--- src/sgt_pkg.sv ---
// shared types and constants of the dual channel safety gate
// assumes a single clock domain with asynchronous active low reset

package sgt_pkg;

    // ------------------------------------------------------------
    // interlock states
    // ------------------------------------------------------------
    typedef enum logic [0:0] {
        SGT_ST_WAIT_LOW = 1'b0,  // outputs off, waiting for both inputs low together
        SGT_ST_RUN = 1'b1        // outputs may follow the inputs
    } sgt_state_t;

    // ------------------------------------------------------------
    // channel pair carrier
    // ------------------------------------------------------------
    typedef struct packed {
        logic ch1;
        logic ch2;
    } sgt_chan_t;

    // ------------------------------------------------------------
    // reset values
    // ------------------------------------------------------------
    localparam sgt_state_t SGT_RST_STATE = SGT_ST_WAIT_LOW;
    localparam sgt_chan_t SGT_RST_CHAN = 2'h0;
    localparam logic SGT_RST_BIT = 1'h0;
    localparam logic SGT_RST_LOCK = 1'h1;
    localparam int SGT_DEF_ID_W = 8;

endpackage

--- src/sgt_dual_channel_safety_gate.sv ---
// output logic of a coded dual channel safety switch
// assumes the safety and actuator pin inputs are asynchronous to clk (clk_en is used unsynchronised); downstream evaluates both
// safety outputs as two separate channels

`timescale 1ns/1ps

module sgt_dual_channel_safety_gate #(
    parameter int ID_W = sgt_pkg::SGT_DEF_ID_W
) (
    input wire logic clk,                  // 125 MHz system clock
    input wire logic reset_n,              // asynchronous reset, active low
    input wire logic clk_en,               // clock enable, freezes all state when low
    input wire logic safety_in_ch1,        // safety input, channel 1
    input wire logic safety_in_ch2,        // safety input, channel 2
    input wire logic actuator_present,     // actuator sensed in response range
    input wire logic [ID_W-1:0] actuator_id, // code read from the sensed actuator
    output logic safety_out_ch1,           // safety output, channel 1
    output logic safety_out_ch2,           // safety output, channel 2
    output logic actuator_status_out,      // status output, valid actuator present
    output logic actuator_taught,          // an actuator code has been learned
    output logic interlock_active          // outputs held off awaiting both inputs low
);

    // ------------------------------------------------------------
    // parameter check
    // ------------------------------------------------------------
    if (ID_W < 1) begin : g_bad_id_w
        $error("ID_W must be at least 1");
    end

    // ------------------------------------------------------------
    // input synchronisers
    // ------------------------------------------------------------
    sgt_pkg::sgt_chan_t in_meta;
    sgt_pkg::sgt_chan_t in_sync;
    sgt_pkg::sgt_chan_t in_prev;
    logic act_meta;
    logic act_sync;
    logic [ID_W-1:0] id_meta;
    logic [ID_W-1:0] id_sync;

    always_ff @(posedge clk or negedge reset_n) begin
        if (!reset_n) begin
            in_meta <= sgt_pkg::SGT_RST_CHAN;
            in_sync <= sgt_pkg::SGT_RST_CHAN;
            act_meta <= sgt_pkg::SGT_RST_BIT;
            act_sync <= sgt_pkg::SGT_RST_BIT;
            id_meta <= '0;
            id_sync <= '0;
        end else if (clk_en) begin
            in_meta <= '{ch1: safety_in_ch1, ch2: safety_in_ch2};
            in_sync <= in_meta;
            act_meta <= actuator_present;
            act_sync <= act_meta;
            id_meta <= actuator_id;
            id_sync <= id_meta;
        end
    end

    // previous synchronised input levels, for fall detection
    always_ff @(posedge clk or negedge reset_n) begin
        if (!reset_n) begin
            in_prev <= sgt_pkg::SGT_RST_CHAN;
        end else if (clk_en) begin
            in_prev <= in_sync;
        end
    end

    // ------------------------------------------------------------
    // actuator learning
    // ------------------------------------------------------------
    logic [ID_W-1:0] learned_id;
    logic [ID_W-1:0] id_prev;
    logic id_steady;
    logic act_valid;

    // the code crosses bit by bit, so until one is learned only a code that held still is trusted
    always_ff @(posedge clk or negedge reset_n) begin
        if (!reset_n) begin
            id_prev <= '0;
        end else if (clk_en) begin
            id_prev <= id_sync;
        end
    end

    assign id_steady = (id_sync == id_prev);

    always_ff @(posedge clk or negedge reset_n) begin
        if (!reset_n) begin
            actuator_taught <= sgt_pkg::SGT_RST_BIT;
            learned_id <= '0;
        end else if (clk_en && act_sync && id_steady && !actuator_taught) begin
            actuator_taught <= 1'h1;
            learned_id <= id_sync;
        end
    end

    // only the learned actuator counts once a code is held
    assign act_valid = act_sync
        && (actuator_taught ? id_sync == learned_id : id_steady);

    // ------------------------------------------------------------
    // plausibility and restart interlock
    // ------------------------------------------------------------
    sgt_pkg::sgt_state_t state;
    sgt_pkg::sgt_state_t next_state;
    logic fall_ch1;
    logic fall_ch2;
    logic partial_fall;
    logic both_low;

    assign fall_ch1 = in_prev.ch1 && !in_sync.ch1;
    assign fall_ch2 = in_prev.ch2 && !in_sync.ch2;
    // one channel drops while the other still stands high
    assign partial_fall = (fall_ch1 && in_sync.ch2) || (fall_ch2 && in_sync.ch1);
    assign both_low = !in_sync.ch1 && !in_sync.ch2;

    always_comb begin
        next_state = state;
        case (state)
            sgt_pkg::SGT_ST_WAIT_LOW: begin
                if (act_valid && both_low) begin
                    next_state = sgt_pkg::SGT_ST_RUN;
                end
            end
            sgt_pkg::SGT_ST_RUN: begin
                if (!act_valid) begin
                    next_state = sgt_pkg::SGT_ST_WAIT_LOW;
                end else if (partial_fall) begin
                    next_state = sgt_pkg::SGT_ST_WAIT_LOW;
                end
            end
            default: begin
                next_state = sgt_pkg::SGT_ST_WAIT_LOW;
            end
        endcase
    end

    always_ff @(posedge clk or negedge reset_n) begin
        if (!reset_n) begin
            state <= sgt_pkg::SGT_RST_STATE;
        end else if (clk_en) begin
            state <= next_state;
        end
    end

    // ------------------------------------------------------------
    // outputs
    // ------------------------------------------------------------
    sgt_pkg::sgt_chan_t next_out;

    always_comb begin
        next_out = sgt_pkg::SGT_RST_CHAN;
        if (act_valid && next_state == sgt_pkg::SGT_ST_RUN) begin
            next_out = in_sync;
        end
    end

    always_ff @(posedge clk or negedge reset_n) begin
        if (!reset_n) begin
            safety_out_ch1 <= sgt_pkg::SGT_RST_BIT;
            safety_out_ch2 <= sgt_pkg::SGT_RST_BIT;
        end else if (clk_en) begin
            safety_out_ch1 <= next_out.ch1;
            safety_out_ch2 <= next_out.ch2;
        end
    end

    always_ff @(posedge clk or negedge reset_n) begin
        if (!reset_n) begin
            actuator_status_out <= sgt_pkg::SGT_RST_BIT;
            interlock_active <= sgt_pkg::SGT_RST_LOCK;
        end else if (clk_en) begin
            actuator_status_out <= act_valid;
            interlock_active <= (next_state == sgt_pkg::SGT_ST_WAIT_LOW);
        end
    end

    // ------------------------------------------------------------
    // assertions
    // ------------------------------------------------------------
    property p_out_follow;
        @(posedge clk) disable iff (!reset_n)
        clk_en && act_valid && next_state == sgt_pkg::SGT_ST_RUN
        |=> safety_out_ch1 == $past(in_sync.ch1) && safety_out_ch2 == $past(in_sync.ch2);
    endproperty
    a_out_follow: assert property (p_out_follow)
        else $error("safety outputs do not follow inputs");

    property p_no_actuator_off;
        @(posedge clk) disable iff (!reset_n)
        clk_en && !act_valid |=> !safety_out_ch1 && !safety_out_ch2 && !actuator_status_out;
    endproperty
    a_no_actuator_off: assert property (p_no_actuator_off)
        else $error("outputs high without a valid actuator");

    property p_status_tracks;
        @(posedge clk) disable iff (!reset_n)
        clk_en |=> actuator_status_out == $past(act_valid);
    endproperty
    a_status_tracks: assert property (p_status_tracks)
        else $error("status output does not track actuator presence");

    property p_restart_lock;
        @(posedge clk) disable iff (!reset_n)
        clk_en && state == sgt_pkg::SGT_ST_WAIT_LOW && !both_low
        |=> !safety_out_ch1 && !safety_out_ch2 && state == sgt_pkg::SGT_ST_WAIT_LOW;
    endproperty
    a_restart_lock: assert property (p_restart_lock)
        else $error("restart without both inputs low");

    property p_partial_lock;
        @(posedge clk) disable iff (!reset_n)
        clk_en && state == sgt_pkg::SGT_ST_RUN && partial_fall
        |=> interlock_active && !safety_out_ch1 && !safety_out_ch2;
    endproperty
    a_partial_lock: assert property (p_partial_lock)
        else $error("single channel fall did not lock");

    property p_skew_ok;
        @(posedge clk) disable iff (!reset_n)
        clk_en && state == sgt_pkg::SGT_ST_RUN && act_valid && !fall_ch1 && !fall_ch2
        |=> state == sgt_pkg::SGT_ST_RUN;
    endproperty
    a_skew_ok: assert property (p_skew_ok)
        else $error("rising skew treated as fault");

    property p_learn_first;
        @(posedge clk) disable iff (!reset_n)
        clk_en && act_sync && id_steady && !actuator_taught
        |=> actuator_taught && learned_id == $past(id_sync);
    endproperty
    a_learn_first: assert property (p_learn_first)
        else $error("first actuator not learned");

    property p_learn_steady;
        @(posedge clk) disable iff (!reset_n)
        !actuator_taught && !id_steady |=> !actuator_taught;
    endproperty
    a_learn_steady: assert property (p_learn_steady)
        else $error("actuator code learned while changing");

    property p_learn_hold;
        @(posedge clk) disable iff (!reset_n)
        actuator_taught |=> actuator_taught && $stable(learned_id);
    endproperty
    a_learn_hold: assert property (p_learn_hold)
        else $error("learned actuator code changed");

    property p_sync_depth;
        @(posedge clk) disable iff (!reset_n)
        clk_en ##1 clk_en |=> in_sync.ch1 == $past(safety_in_ch1, 2)
            && act_sync == $past(actuator_present, 2);
    endproperty
    a_sync_depth: assert property (p_sync_depth)
        else $error("input synchroniser depth wrong");

    c_learn: cover property (@(posedge clk) disable iff (!reset_n)
        !actuator_taught ##1 actuator_taught);
    c_partial: cover property (@(posedge clk) disable iff (!reset_n)
        clk_en && state == sgt_pkg::SGT_ST_RUN && partial_fall);
    c_restart: cover property (@(posedge clk) disable iff (!reset_n)
        state == sgt_pkg::SGT_ST_WAIT_LOW ##1 state == sgt_pkg::SGT_ST_RUN);
    c_actuator_loss: cover property (@(posedge clk) disable iff (!reset_n)
        actuator_status_out ##1 !actuator_status_out);

endmodule // sgt_dual_channel_safety_gate

--- config.mk ---
export PLATFORM = sky130hd
export DESIGN_NAME = sgt_dual_channel_safety_gate
export DESIGN_NICKNAME = d
export VERILOG_FILES = /design/src/sgt_pkg.sv /design/src/sgt_dual_channel_safety_gate.sv
export SDC_FILE = /design/constraint.sdc
export NUM_CORES = 1
export LEC_CHECK = 0
export BUFFER_PORTS_ARGS = -buffer_cell sky130_fd_sc_hd__clkbuf_2
export CORE_MARGIN = 2
export CORE_UTILIZATION = 55
export DETAILED_ROUTE_END_ITERATION = 6
export PLACE_DENSITY = 0.78
export SLEW_MARGIN = 0
export SYNTH_ARGS = -nofsm -noshare
export SYNTH_HDL_FRONTEND = slang
export SYNTH_SLANG_ARGS = --single-unit
--- constraint.sdc ---
create_clock -name clk -period 2.2 [get_ports clk]
set_input_delay 0.44 -clock clk [delete_from_list [all_inputs] [get_ports clk]]
set_output_delay 0.44 -clock clk [all_outputs]
set_load 0.02 [all_outputs]
==> key figures, run 1 <==
Layout
  – # nets final: 174
  – FF+latch area: 0.001152 mm^2
  – # diodes: 0
  – Filler cells: approximately 270
  – Commonest cells after routing, fill and taps aside: dfrtp_1 (45), mux2_2 (32), clkbuf_2 (18)
  – Multi-input logic area: 762.0 um^2
  – Commonest non-fill, non-tap cell in the layout: dfrtp_1
  – Layout cell share with drive strength beyond 1: 0.4596
  – P&R area growth vs syn: 12.60%

Routing
  – Drc violations: 0
  – Detail Route Antenna Nets: 0
  – Via count: 1,097
  – Routed len/inst: 14.97 um
  – Drt initial violations: 58
  – Drt first pass iters: 4
  – WL final: 3098 um
  – Vias per inst: roughly 5.3

Global route
  – GRT Total Usage: 0.1751
  – Largest net degree at the start of global routing: 39
  – Total gr overflow: 0
  – Vias in the first global route: 1,163
  – Global-route wire length before repair: 5333 um
  – Initial antenna violation count: 0

Floorplan
  – Die area: 0.004049 mm^2
  – Die Width: 63.63 um
  – Placeable Area: 0.003363 mm^2
  – Initial Util: 0.5815
  – Die extent in y: ~64 um
  – Rows: 21
  – # IOs: 19

Yosys
  – Post-Syn Area per Cell: between 10 and 15 um^2
  – Synthesized flop and latch total: 46
  – Sequential share of the synthesized area: 0.5893
  – Synth area leader: dfrtp_1
  – Cells after Synth: 133
  – Syn. warnings: 0
  – Synth top area cells: dfrtp_1 (58%), mux2_2 (18%), mux2_4 (6.1%)
  – Synth Cell Area: about 0.0020 mm^2
  – Share of the synthesized area in the top cell type: 0.5758
  – Net Count, Synth: around 150
  – Synth cell types: 23

Timing
  – Max-slew violation count: 0
  – Final Skew: between 0.009 and 0.01 ns
  – Fin crit share: 0.9545
  – Setup-failing EPs final: 0
  – Slew @ Worst Pin: 0.5028 ns
  – Max frequency: around 0.48 GHz
  – Setup TNS Final: 0 ns
  – RSZ-0062 raised after global routing: no
  – Worst slew margin: 0.6648
  – Final Hold Fails: 0
  – Minimum clock period: 2.100 ns

Power
  – Static Leak: 1.013 nW
  – Pwr dens: 797.6 mW/mm^2
  – Clk pwr share: 0.224
  – Switching power: 0.4540 mW
  – Int Pwr: between 1 and 1.5 mW
  – Comb power frac: 0.182
  – Sw Ratio: 0.2585
  – Tot Pwr: 1.756 mW
  – VDD IR max: a little under 0.0005 V
  – Sequential Power Share: 0.594

Worst hold path
  – Worst min path class: in2async

Setup path
  – Critical path type: reg2reg
  – Crit Path Max Fanout: 9
  – Slowest cell delay on critical path: 0.44 ns
  – CP arrival: 2.34 ns
  – Crit. End Element: flip-flop
  – R2r setup slk: 0.10 ns
  – CP bufs+invs: 0
  – Slowest cell on crit path: or4_1
  – CP Depth: 5
  – R2r worst-path depth: 5
  – CP Cell Sequence: xnor2_1, nand4_1, or4_1, or2_1, mux2_4
  – Worst EP required: 2.44 ns
  – Reg-to-reg endpoint: learned_id[2]
  – Worst setup endpoint: learned_id[2]
  – Critical path startpoint category: flip-flop
  – Crit path launch: id_prev[5]
  – CP top delay family: simple AND/OR/NAND/NOR gates
  – RR Startpoint: id_prev[5]

Clock network
  – Clk sinks: 46
  – CTS Root Cell: clkbuf_4
  – H-tree Lvls: 2
  – Post-cts sizing count: 0
  – Worst skew pair latency: ~0.35 ns
  – CTS tree: yes
  – Postcts setup bufs: 0
  – Hold Buf Count CTS: 0
  – CTS clk-pin slew, worst paths: 0.12 ns
  – Max clock buf depth: 2
  – Num CTS Buffers: 5

Placed design
  – Dpl hpwl: 2291 um
  – IO Port Bufs: 18
  – GPL Wtd Cong: 0.7521

Status
  – Run status: finished, final reports clean

Job
  – Max_cap viols: 0
==> flip-flops by register name, summed over array words and instances, names as in the netlist, 2 cells and up <==
register and count:
in_meta 2, id_sync 8, in_prev 2, id_meta 8, id_prev 8, learned_id 8
in_sync 2
==> power by group through the flow <==
stage | Clock [mW] | Combinational (mW) | Sequential, mW
global placement | 0 | 0.308 | 1.05
detailed placement | 0 | 0.325 | 1.06
CTS | 0.414 | 0.325 | 1.04
global route | 0.449 | 0.355 | 1.06
floorplan | 0 | 0.211 | 1.05
finish | 0.394 | 0.319 | 1.04
==> per-layer routing <==
layer  up-vias  track usage  routed length [um]
li1        521            -                   -
met1       548       0.2233                1343
met2        24       0.2789                1589
met3         4      0.05000                 125
met4         0      0.07609                  39
met5         -            0                   0
==> synth_stat cells <==
| master | instances |
|---|---|
| a221o_1 | 1 |
| buf_1 | 1 |
| buf_6 | 1 |
| clkbuf_1 | 3 |
| dfrtp_1 | 45 |
| dfstp_2 | 1 |
| inv_1 | 4 |
| mux2_2 | 32 |
| mux2_4 | 8 |
| nand2_1 | 5 |
| nand2b_1 | 2 |
| nand3_1 | 3 |
| nand4_1 | 1 |
| nor4_1 | 1 |
| o22a_1 | 1 |
| o22ai_1 | 2 |
| o32ai_1 | 2 |
| o41a_2 | 1 |
| or2_1 | 1 |
| or2b_1 | 1 |
| or4_1 | 1 |
| xnor2_1 | 8 |
| xor2_1 | 8 |
==> metrics by stage <==
stage	std cells	hold WS (ns)	setup WS (ns)	cell area, um^2	util
2_1_floorplan	133	0.1444	0.3337	1956	-
3_3_place_gp	199	0.4227	0.1810	2142	0.6369
3_5_place_dp	199	0.4309	0.1188	2142	0.6369
4_1_cts	207	0.03592	0.1003	2202	0.6548
5_1_grt	207	0.04420	0.03425	2202	0.6548
6_report	207	0.02937	0.1002	2202	0.6548
==> cell type report <==
cell class / count / area share
multi-input cells: 78 / 0.3460
clock inverters: 1 / 0.002273
inverters: 4 / 0.006818
flip-flops and latches: 46 / 0.5233
clock buffers: 7 / 0.02500
well taps: 46 / 0.02614
repair buffers: 25 / 0.07045
==> cells by family (layout without fill, tap and decap cells) <==
| kind of cell | after synthesis | after routing | synth area share |
|---|---|---|---|
| AND/OR/NAND/NOR | 15 | 15 | 0.04095 |
| XOR/XNOR | 16 | 16 | 0.07166 |
| flip-flops | 46 | 46 | 0.5893 |
| buffers and inverters | 9 | 37 | 0.02111 |
| AO/OA/AOI/OAI | 7 | 7 | 0.03135 |
| multiplexers | 40 | 40 | 0.2457 |
==> how the worst min path moves through the flow <==
stage               startpoint         end  slack [ns]  cells past startpoint
floorplan              reset_n    act_meta        0.14                      0
global placement       reset_n  id_meta[2]        0.42                      1
detailed placement     reset_n  id_meta[2]        0.43                      1
CTS                    reset_n  id_meta[2]        0.04                      1
global route           reset_n  id_meta[3]        0.04                      1
finish                 reset_n  id_meta[2]        0.03                      1
(Power assumes the default switching activity.)
==> inputs of run 2 (changes only) <==
==> constraint.sdc (replaced) <==
create_clock -name clk -period 2.2 [get_ports clk]
set_input_delay 0.22 -clock clk [delete_from_list [all_inputs] [get_ports clk]]
set_output_delay 0.22 -clock clk [all_outputs]
set_load 0.02 [all_outputs]
==> run 2 against run 1 <==
  * Register-to-register slack better by 0.02 ns
  * Critical endpoint is now learned_id[7]
  * Sequential cell count stayed put
  * Combinational power hardly changed
  * Clock power is 24% higher
  * Count of clock-buffer cells in the layout stayed put
  * Total power is 5.2% higher
  * Global-route usage is 0.22 points higher
  * Wire length is 1.9% lower
==> key figures, run 2 (synthesis gave the netlist of run 1 again) <==
Status
  – Run status: finished, final reports clean

Clock network
  – Max clock buf depth: 2
  – CTS clk-pin slew, worst paths: between 0.1 and 0.15 ns
  – Clk sinks: 46
  – Worst skew pair latency: 0.35 ns
  – Num CTS Buffers: 5
  – CTS tree: yes
  – CTS Root Cell: clkbuf_4
  – H-tree Lvls: 2

Layout
  – Commonest non-fill, non-tap cell in the layout: dfrtp_1
  – Layout cell share with drive strength beyond 1: 0.4601
  – Filler cells: approximately 290
  – # nets final: approximately 180
  – P&R area growth vs syn: 13.63%
  – Commonest cells after routing, fill and taps aside: dfrtp_1 (45), mux2_2 (32), clkbuf_2 (18)
  – # diodes: 0
  – Final Instance Area: 0.002222 mm^2

Floorplan
  – Initial Util: 0.5815
  – Die Width: 63.63 um
  – Die area: approximately 0.0040 mm^2
  – Rows: 21
  – Die extent in y: 63.63 um
  – # IOs: 19
  – Placeable Area: 0.003363 mm^2

Timing
  – Minimum clock period: 2.080 ns
  – Max-slew violation count: 0
  – Slew @ Worst Pin: 0.5601 ns
  – RSZ-0062 raised after global routing: no
  – Final Skew: 0.01027 ns
  – Max frequency: 0.4808 GHz
  – Setup-failing EPs final: 0
  – Worst slew margin: 0.6266
  – Setup TNS Final: 0 ns
  – Final Hold Fails: 0
  – Final setup margin: 0.1201 ns
  – Fin crit share: 0.9454

Power
  – Static Leak: 1.022 nW
  – Switching power: 0.4574 mW
  – Pwr dens: 831.6 mW/mm^2
  – Sequential Power Share: 0.563
  – VDD IR max: 0.0006701 V
  – Comb power frac: 0.173
  – Sw Ratio: 0.2475
  – Clk pwr share: 0.264
  – Tot Pwr: 1.848 mW
  – Int Pwr: between 1 and 1.5 mW

Placed design
  – Placed Area: ~0.0021 mm^2
  – GPL Wtd Cong: 0.7605
  – Worst slack, placed: 0.1090 ns
  – IO Port Bufs: 18
  – Dpl hpwl: approximately 2100 um

Global route
  – Global-route wire length before repair: 5437 um
  – Vias in the first global route: 1,195
  – Largest net degree at the start of global routing: 47
  – Total gr overflow: 0
  – GRT Total Usage: 0.1773
  – Initial antenna violation count: 0

Routing
  – Detail Route Antenna Nets: 0
  – Routed len/inst: ~15 um
  – WL final: 3039 um
  – Via count: 1,094
  – Drt first pass iters: 2
  – Vias per inst: roughly 5.2
  – Drc violations: 0
  – Drt initial violations: 19

Setup path
  – Slowest cell on crit path: or4_1
  – CP Cell Sequence: xnor2_1, nand4_1, or4_1, or2_2, mux2_4
  – Crit Path Max Fanout: 9
  – Critical path type: reg2reg
  – Crit. End Element: flip-flop
  – Critical path startpoint category: flip-flop
  – R2r setup slk: 0.12 ns
  – CP arrival: 2.33 ns
  – Worst EP required: 2.45 ns
  – Slowest cell delay on critical path: 0.44 ns

Job
  – Max_cap viols: 0

Worst hold path
  – Worst min path class: in2reg
## run 2: layout make-up
class | count | area (um^2) | area share
clock buffer | 7 | 45.04 | 0.02027
clock inverter | 1 | 30.03 | 0.01351
inverter | 4 | 15.01 | 0.006757
multi-input combinational | 78 | 762.0 | 0.3429
sequential | 46 | 1152 | 0.5186
tap | 46 | 57.56 | 0.02590
timing repair buffer | 27 | 160.2 | 0.07207
## run 2: power groups by stage
| stage | clock [mW] | combinational, mW | sequential (mW) |
|---|---|---|---|
| floorplan | 0 | 0.211 | 1.05 |
| finish | 0.488 | 0.319 | 1.04 |
| CTS | 0.508 | 0.325 | 1.04 |
| detailed placement | 0 | 0.324 | 1.06 |
| global placement | 0 | 0.311 | 1.05 |
| global route | 0.542 | 0.358 | 1.05 |
## run 2: critical path: cells and delay by family, from the launching register on
kind             cells  cell delay, ns
XOR/XNOR             1            0.19
AND/OR/NAND/NOR      3            1.03
multiplexers         1            0.34
flip-flops           1            0.42
## run 2: routing by layer
layer | track usage | share of wire | vias to the layer above
li1 | - | - | 525
met1 | 0.2159 | 0.45 | 548
met2 | 0.2974 | 0.50 | 15
met3 | 0.05357 | 0.038 | 6
met4 | 0.06522 | 0.019 | 0
met5 | 0 | 0 | -
## run 2: timing repair
item / CTS / global route
resized for setup: 0 / 1
endpoints found under the hold margin: 45 / 0
endpoints found under the setup margin: 0 / 8
setup buffers: 0 / 0
hold buffers: 1 / 0
## run 2: path summary, 6_finish.rpt
check / from / endpoint / cells past startpoint
min in group asynchronous: reset_n / id_prev[3] / 3
hold reg to reg: in_prev[0] / in_prev[0] / 1
hold / removal: actuator_id[5] / id_meta[5] / 2
setup / recovery: id_sync[1] / learned_id[7] / 5
setup reg to reg: id_sync[1] / learned_id[7] / 5
max in group asynchronous: reset_n / in_sync[1] / 3
## run 2: through the flow
step                utilization  hold WS (ns)  instances
global placement         0.6354        0.3251        200
detailed placement       0.6354        0.3376        200
global route             0.6607       0.06671        209
CTS                      0.6607       0.07073        209
floorplan                     -      -0.07559        133
finish                   0.6607       0.08451        209
==> inputs of run 3 (changes only) <==
--- a/config.mk
+++ b/config.mk
@@ -6,7 +6,7 @@
 export NUM_CORES = 1
 export LEC_CHECK = 0
 export BUFFER_PORTS_ARGS = -buffer_cell sky130_fd_sc_hd__clkbuf_2
-export CORE_MARGIN = 2
+export CORE_MARGIN = 4
 export CORE_UTILIZATION = 55
 export DETAILED_ROUTE_END_ITERATION = 6
 export PLACE_DENSITY = 0.78
==> constraint.sdc (replaced) <==
create_clock -name clk -period 2.36 [get_ports clk]
set_input_delay 0.236 -clock clk [delete_from_list [all_inputs] [get_ports clk]]
set_output_delay 0.236 -clock clk [all_outputs]
set_load 0.02 [all_outputs]
==> run 3 against run 2 <==
  * Hold slack improved by 0.020 ns
  * Highest routed layer unchanged
  * Critical endpoint unchanged
  * Final cell count decreased by 2.4%
  * Cell area decreased by 1.7%
  * Count of clock-buffer cells in the layout unchanged
  * Clock power decreased by 5.9%
  * Wire length decreased by 0.76%
  * First-iteration DRC count increased to 3.4 times the previous value
  * Maximum frequency decreased by 5.6%
==> key figures, run 3 (synthesis gave the netlist of run 1 again) <==
Status
  – Run status: finished, final reports clean

Worst hold path
  – Worst Hold Launch: actuator_id[2]
  – Worst min path class: in2reg
  – Hold Crit Endpoint: id_meta[2]
  – Hold Crit Depth: 2

Routing
  – Vias per inst: 5.324
  – Detail Route Antenna Nets: 0
  – Drc violations: 0
  – Drt initial violations: 65
  – Drt first pass iters: 4
  – Via count: 1,086
  – Routed len/inst: 14.78 um
  – WL final: roughly 3000 um

Placed design
  – Dpl hpwl: about 2200 um
  – IO Port Bufs: 18
  – GPL Wtd Cong: 0.7673

Clock network
  – Clk sinks: 46
  – CTS clk-pin slew, worst paths: approximately 0.13 ns
  – CTS Root Cell: clkbuf_4
  – Num CTS Buffers: 5
  – CTS tree: yes
  – Hold Buf Count CTS: 1
  – Max clock buf depth: 2
  – Post-cts sizing count: 0
  – Postcts setup bufs: 0
  – Worst skew pair latency: 0.35 ns
  – H-tree Lvls: 2

Setup path
  – Critical path startpoint category: flip-flop
  – RR Startpoint: id_sync[6]
  – CP arrival: 2.45 ns
  – Crit. End Element: flip-flop
  – Worst EP required: 2.61 ns
  – R2r worst-path depth: 5
  – Crit Path Max Fanout: 9
  – R2r setup slk: 0.16 ns
  – Critical path type: reg2reg
  – Crit path launch: id_sync[6]
  – Reg-to-reg endpoint: learned_id[7]

Global route
  – Vias in the first global route: 1,143
  – Largest net degree at the start of global routing: 39
  – GRT Total Usage: 0.1583
  – Global-route wire length before repair: 5264 um
  – Total gr overflow: 0
  – Initial antenna violation count: 0

Floorplan
  – Placeable Area: 0.003390 mm^2
  – Rows: 21
  – Die Width: 67.63 um
  – # IOs: 19
  – Die area: ~0.0046 mm^2
  – Initial Util: 0.5770
  – Die extent in y: 67.63 um

Timing
  – Worst slew margin: 0.6233
  – Max frequency: approximately 0.45 GHz
  – RSZ-0062 raised after global routing: no
  – Max-slew violation count: 0
  – Fin crit share: 0.9332
  – Setup TNS Final: 0 ns
  – Final Skew: roughly 0.012 ns
  – Slew @ Worst Pin: 0.5651 ns
  – Minimum clock period: 2.202 ns
  – Final Hold Fails: 0
  – Worst Hold Margin: 0.1046 ns
  – Setup-failing EPs final: 0

Layout
  – # nets final: 171
  – Filler cells: approximately 280
  – Commonest cells after routing, fill and taps aside: dfrtp_1 (45), mux2_2 (32), clkbuf_2 (18)
  – FF+latch area: roughly 0.0012 mm^2
  – P&R area growth vs syn: 11.71%
  – # diodes: 0
  – Commonest non-fill, non-tap cell in the layout: dfrtp_1
  – Layout cell share with drive strength beyond 1: 0.4367
  – Multi-input logic area: between 700 and 800 um^2

Power
  – Static Leak: between 0.9 and 1 nW
  – Pwr dens: approximately 800 mW/mm^2
  – VDD IR max: 0.0003955 V

Job
  – Max_cap viols: 0
## run 3: area by class of cell
class	count	area share
clock inverter	1	0.01375
inverter	4	0.006873
tap	46	0.02635
timing repair buffer	22	0.05613
multi-input combinational	78	0.3488
clock buffer	7	0.02062
sequential	46	0.5275
## run 3: worst max-delay path by stage
stage / to / slack [ns] / depth (start not counted)
3_5_place_dp: learned_id[2] / 0.17 / 5
5_1_grt: learned_id[5] / 0.05 / 5
3_3_place_gp: learned_id[0] / 0.30 / 5
6_report: learned_id[7] / 0.16 / 5
4_1_cts: learned_id[5] / 0.14 / 5
2_1_floorplan: learned_id[0] / 0.49 / 6
## run 3: routing by layer
metal | global-route usage | vias up | share of wire
met2 | 0.2479 | 21 | 0.47
li1 | - | 512 | -
met3 | 0.03993 | 8 | 0.044
met5 | 0 | - | 0
met1 | 0.2046 | 545 | 0.47
met4 | 0.07595 | 0 | 0.020
## run 3: through the flow
step / util / std cells / worst slack (ns) / power [mW] / area [um^2]
2_1_floorplan: - / 133 / 0.4937 / 1.177 / 1956
3_3_place_gp: 0.6194 / 195 / 0.2962 / 1.245 / 2100
3_5_place_dp: 0.6194 / 195 / 0.1657 / 1.267 / 2100
4_1_cts: 0.6445 / 204 / 0.1394 / 1.723 / 2185
5_1_grt: 0.6445 / 204 / 0.05047 / 1.805 / 2185
6_report: 0.6445 / 204 / 0.1575 / 1.707 / 2185
## run 3: worst max-delay path: stages (launching register included)
cell,delay [ns]
dfrtp_1,0.46
xnor2_1,0.24
nand3_1,0.11
or4_1,0.49
or2_1,0.42
mux2_4,0.37
## run 3: where the power goes
part	internal [mW]	leakage, nW	total [mW]	switching, mW
clock network	0.225	0.0395	0.459	0.234
registers	0.892	0.566	0.984	0.0924
logic	0.161	0.392	0.263	0.102
total	1.28	0.998	1.71	0.429
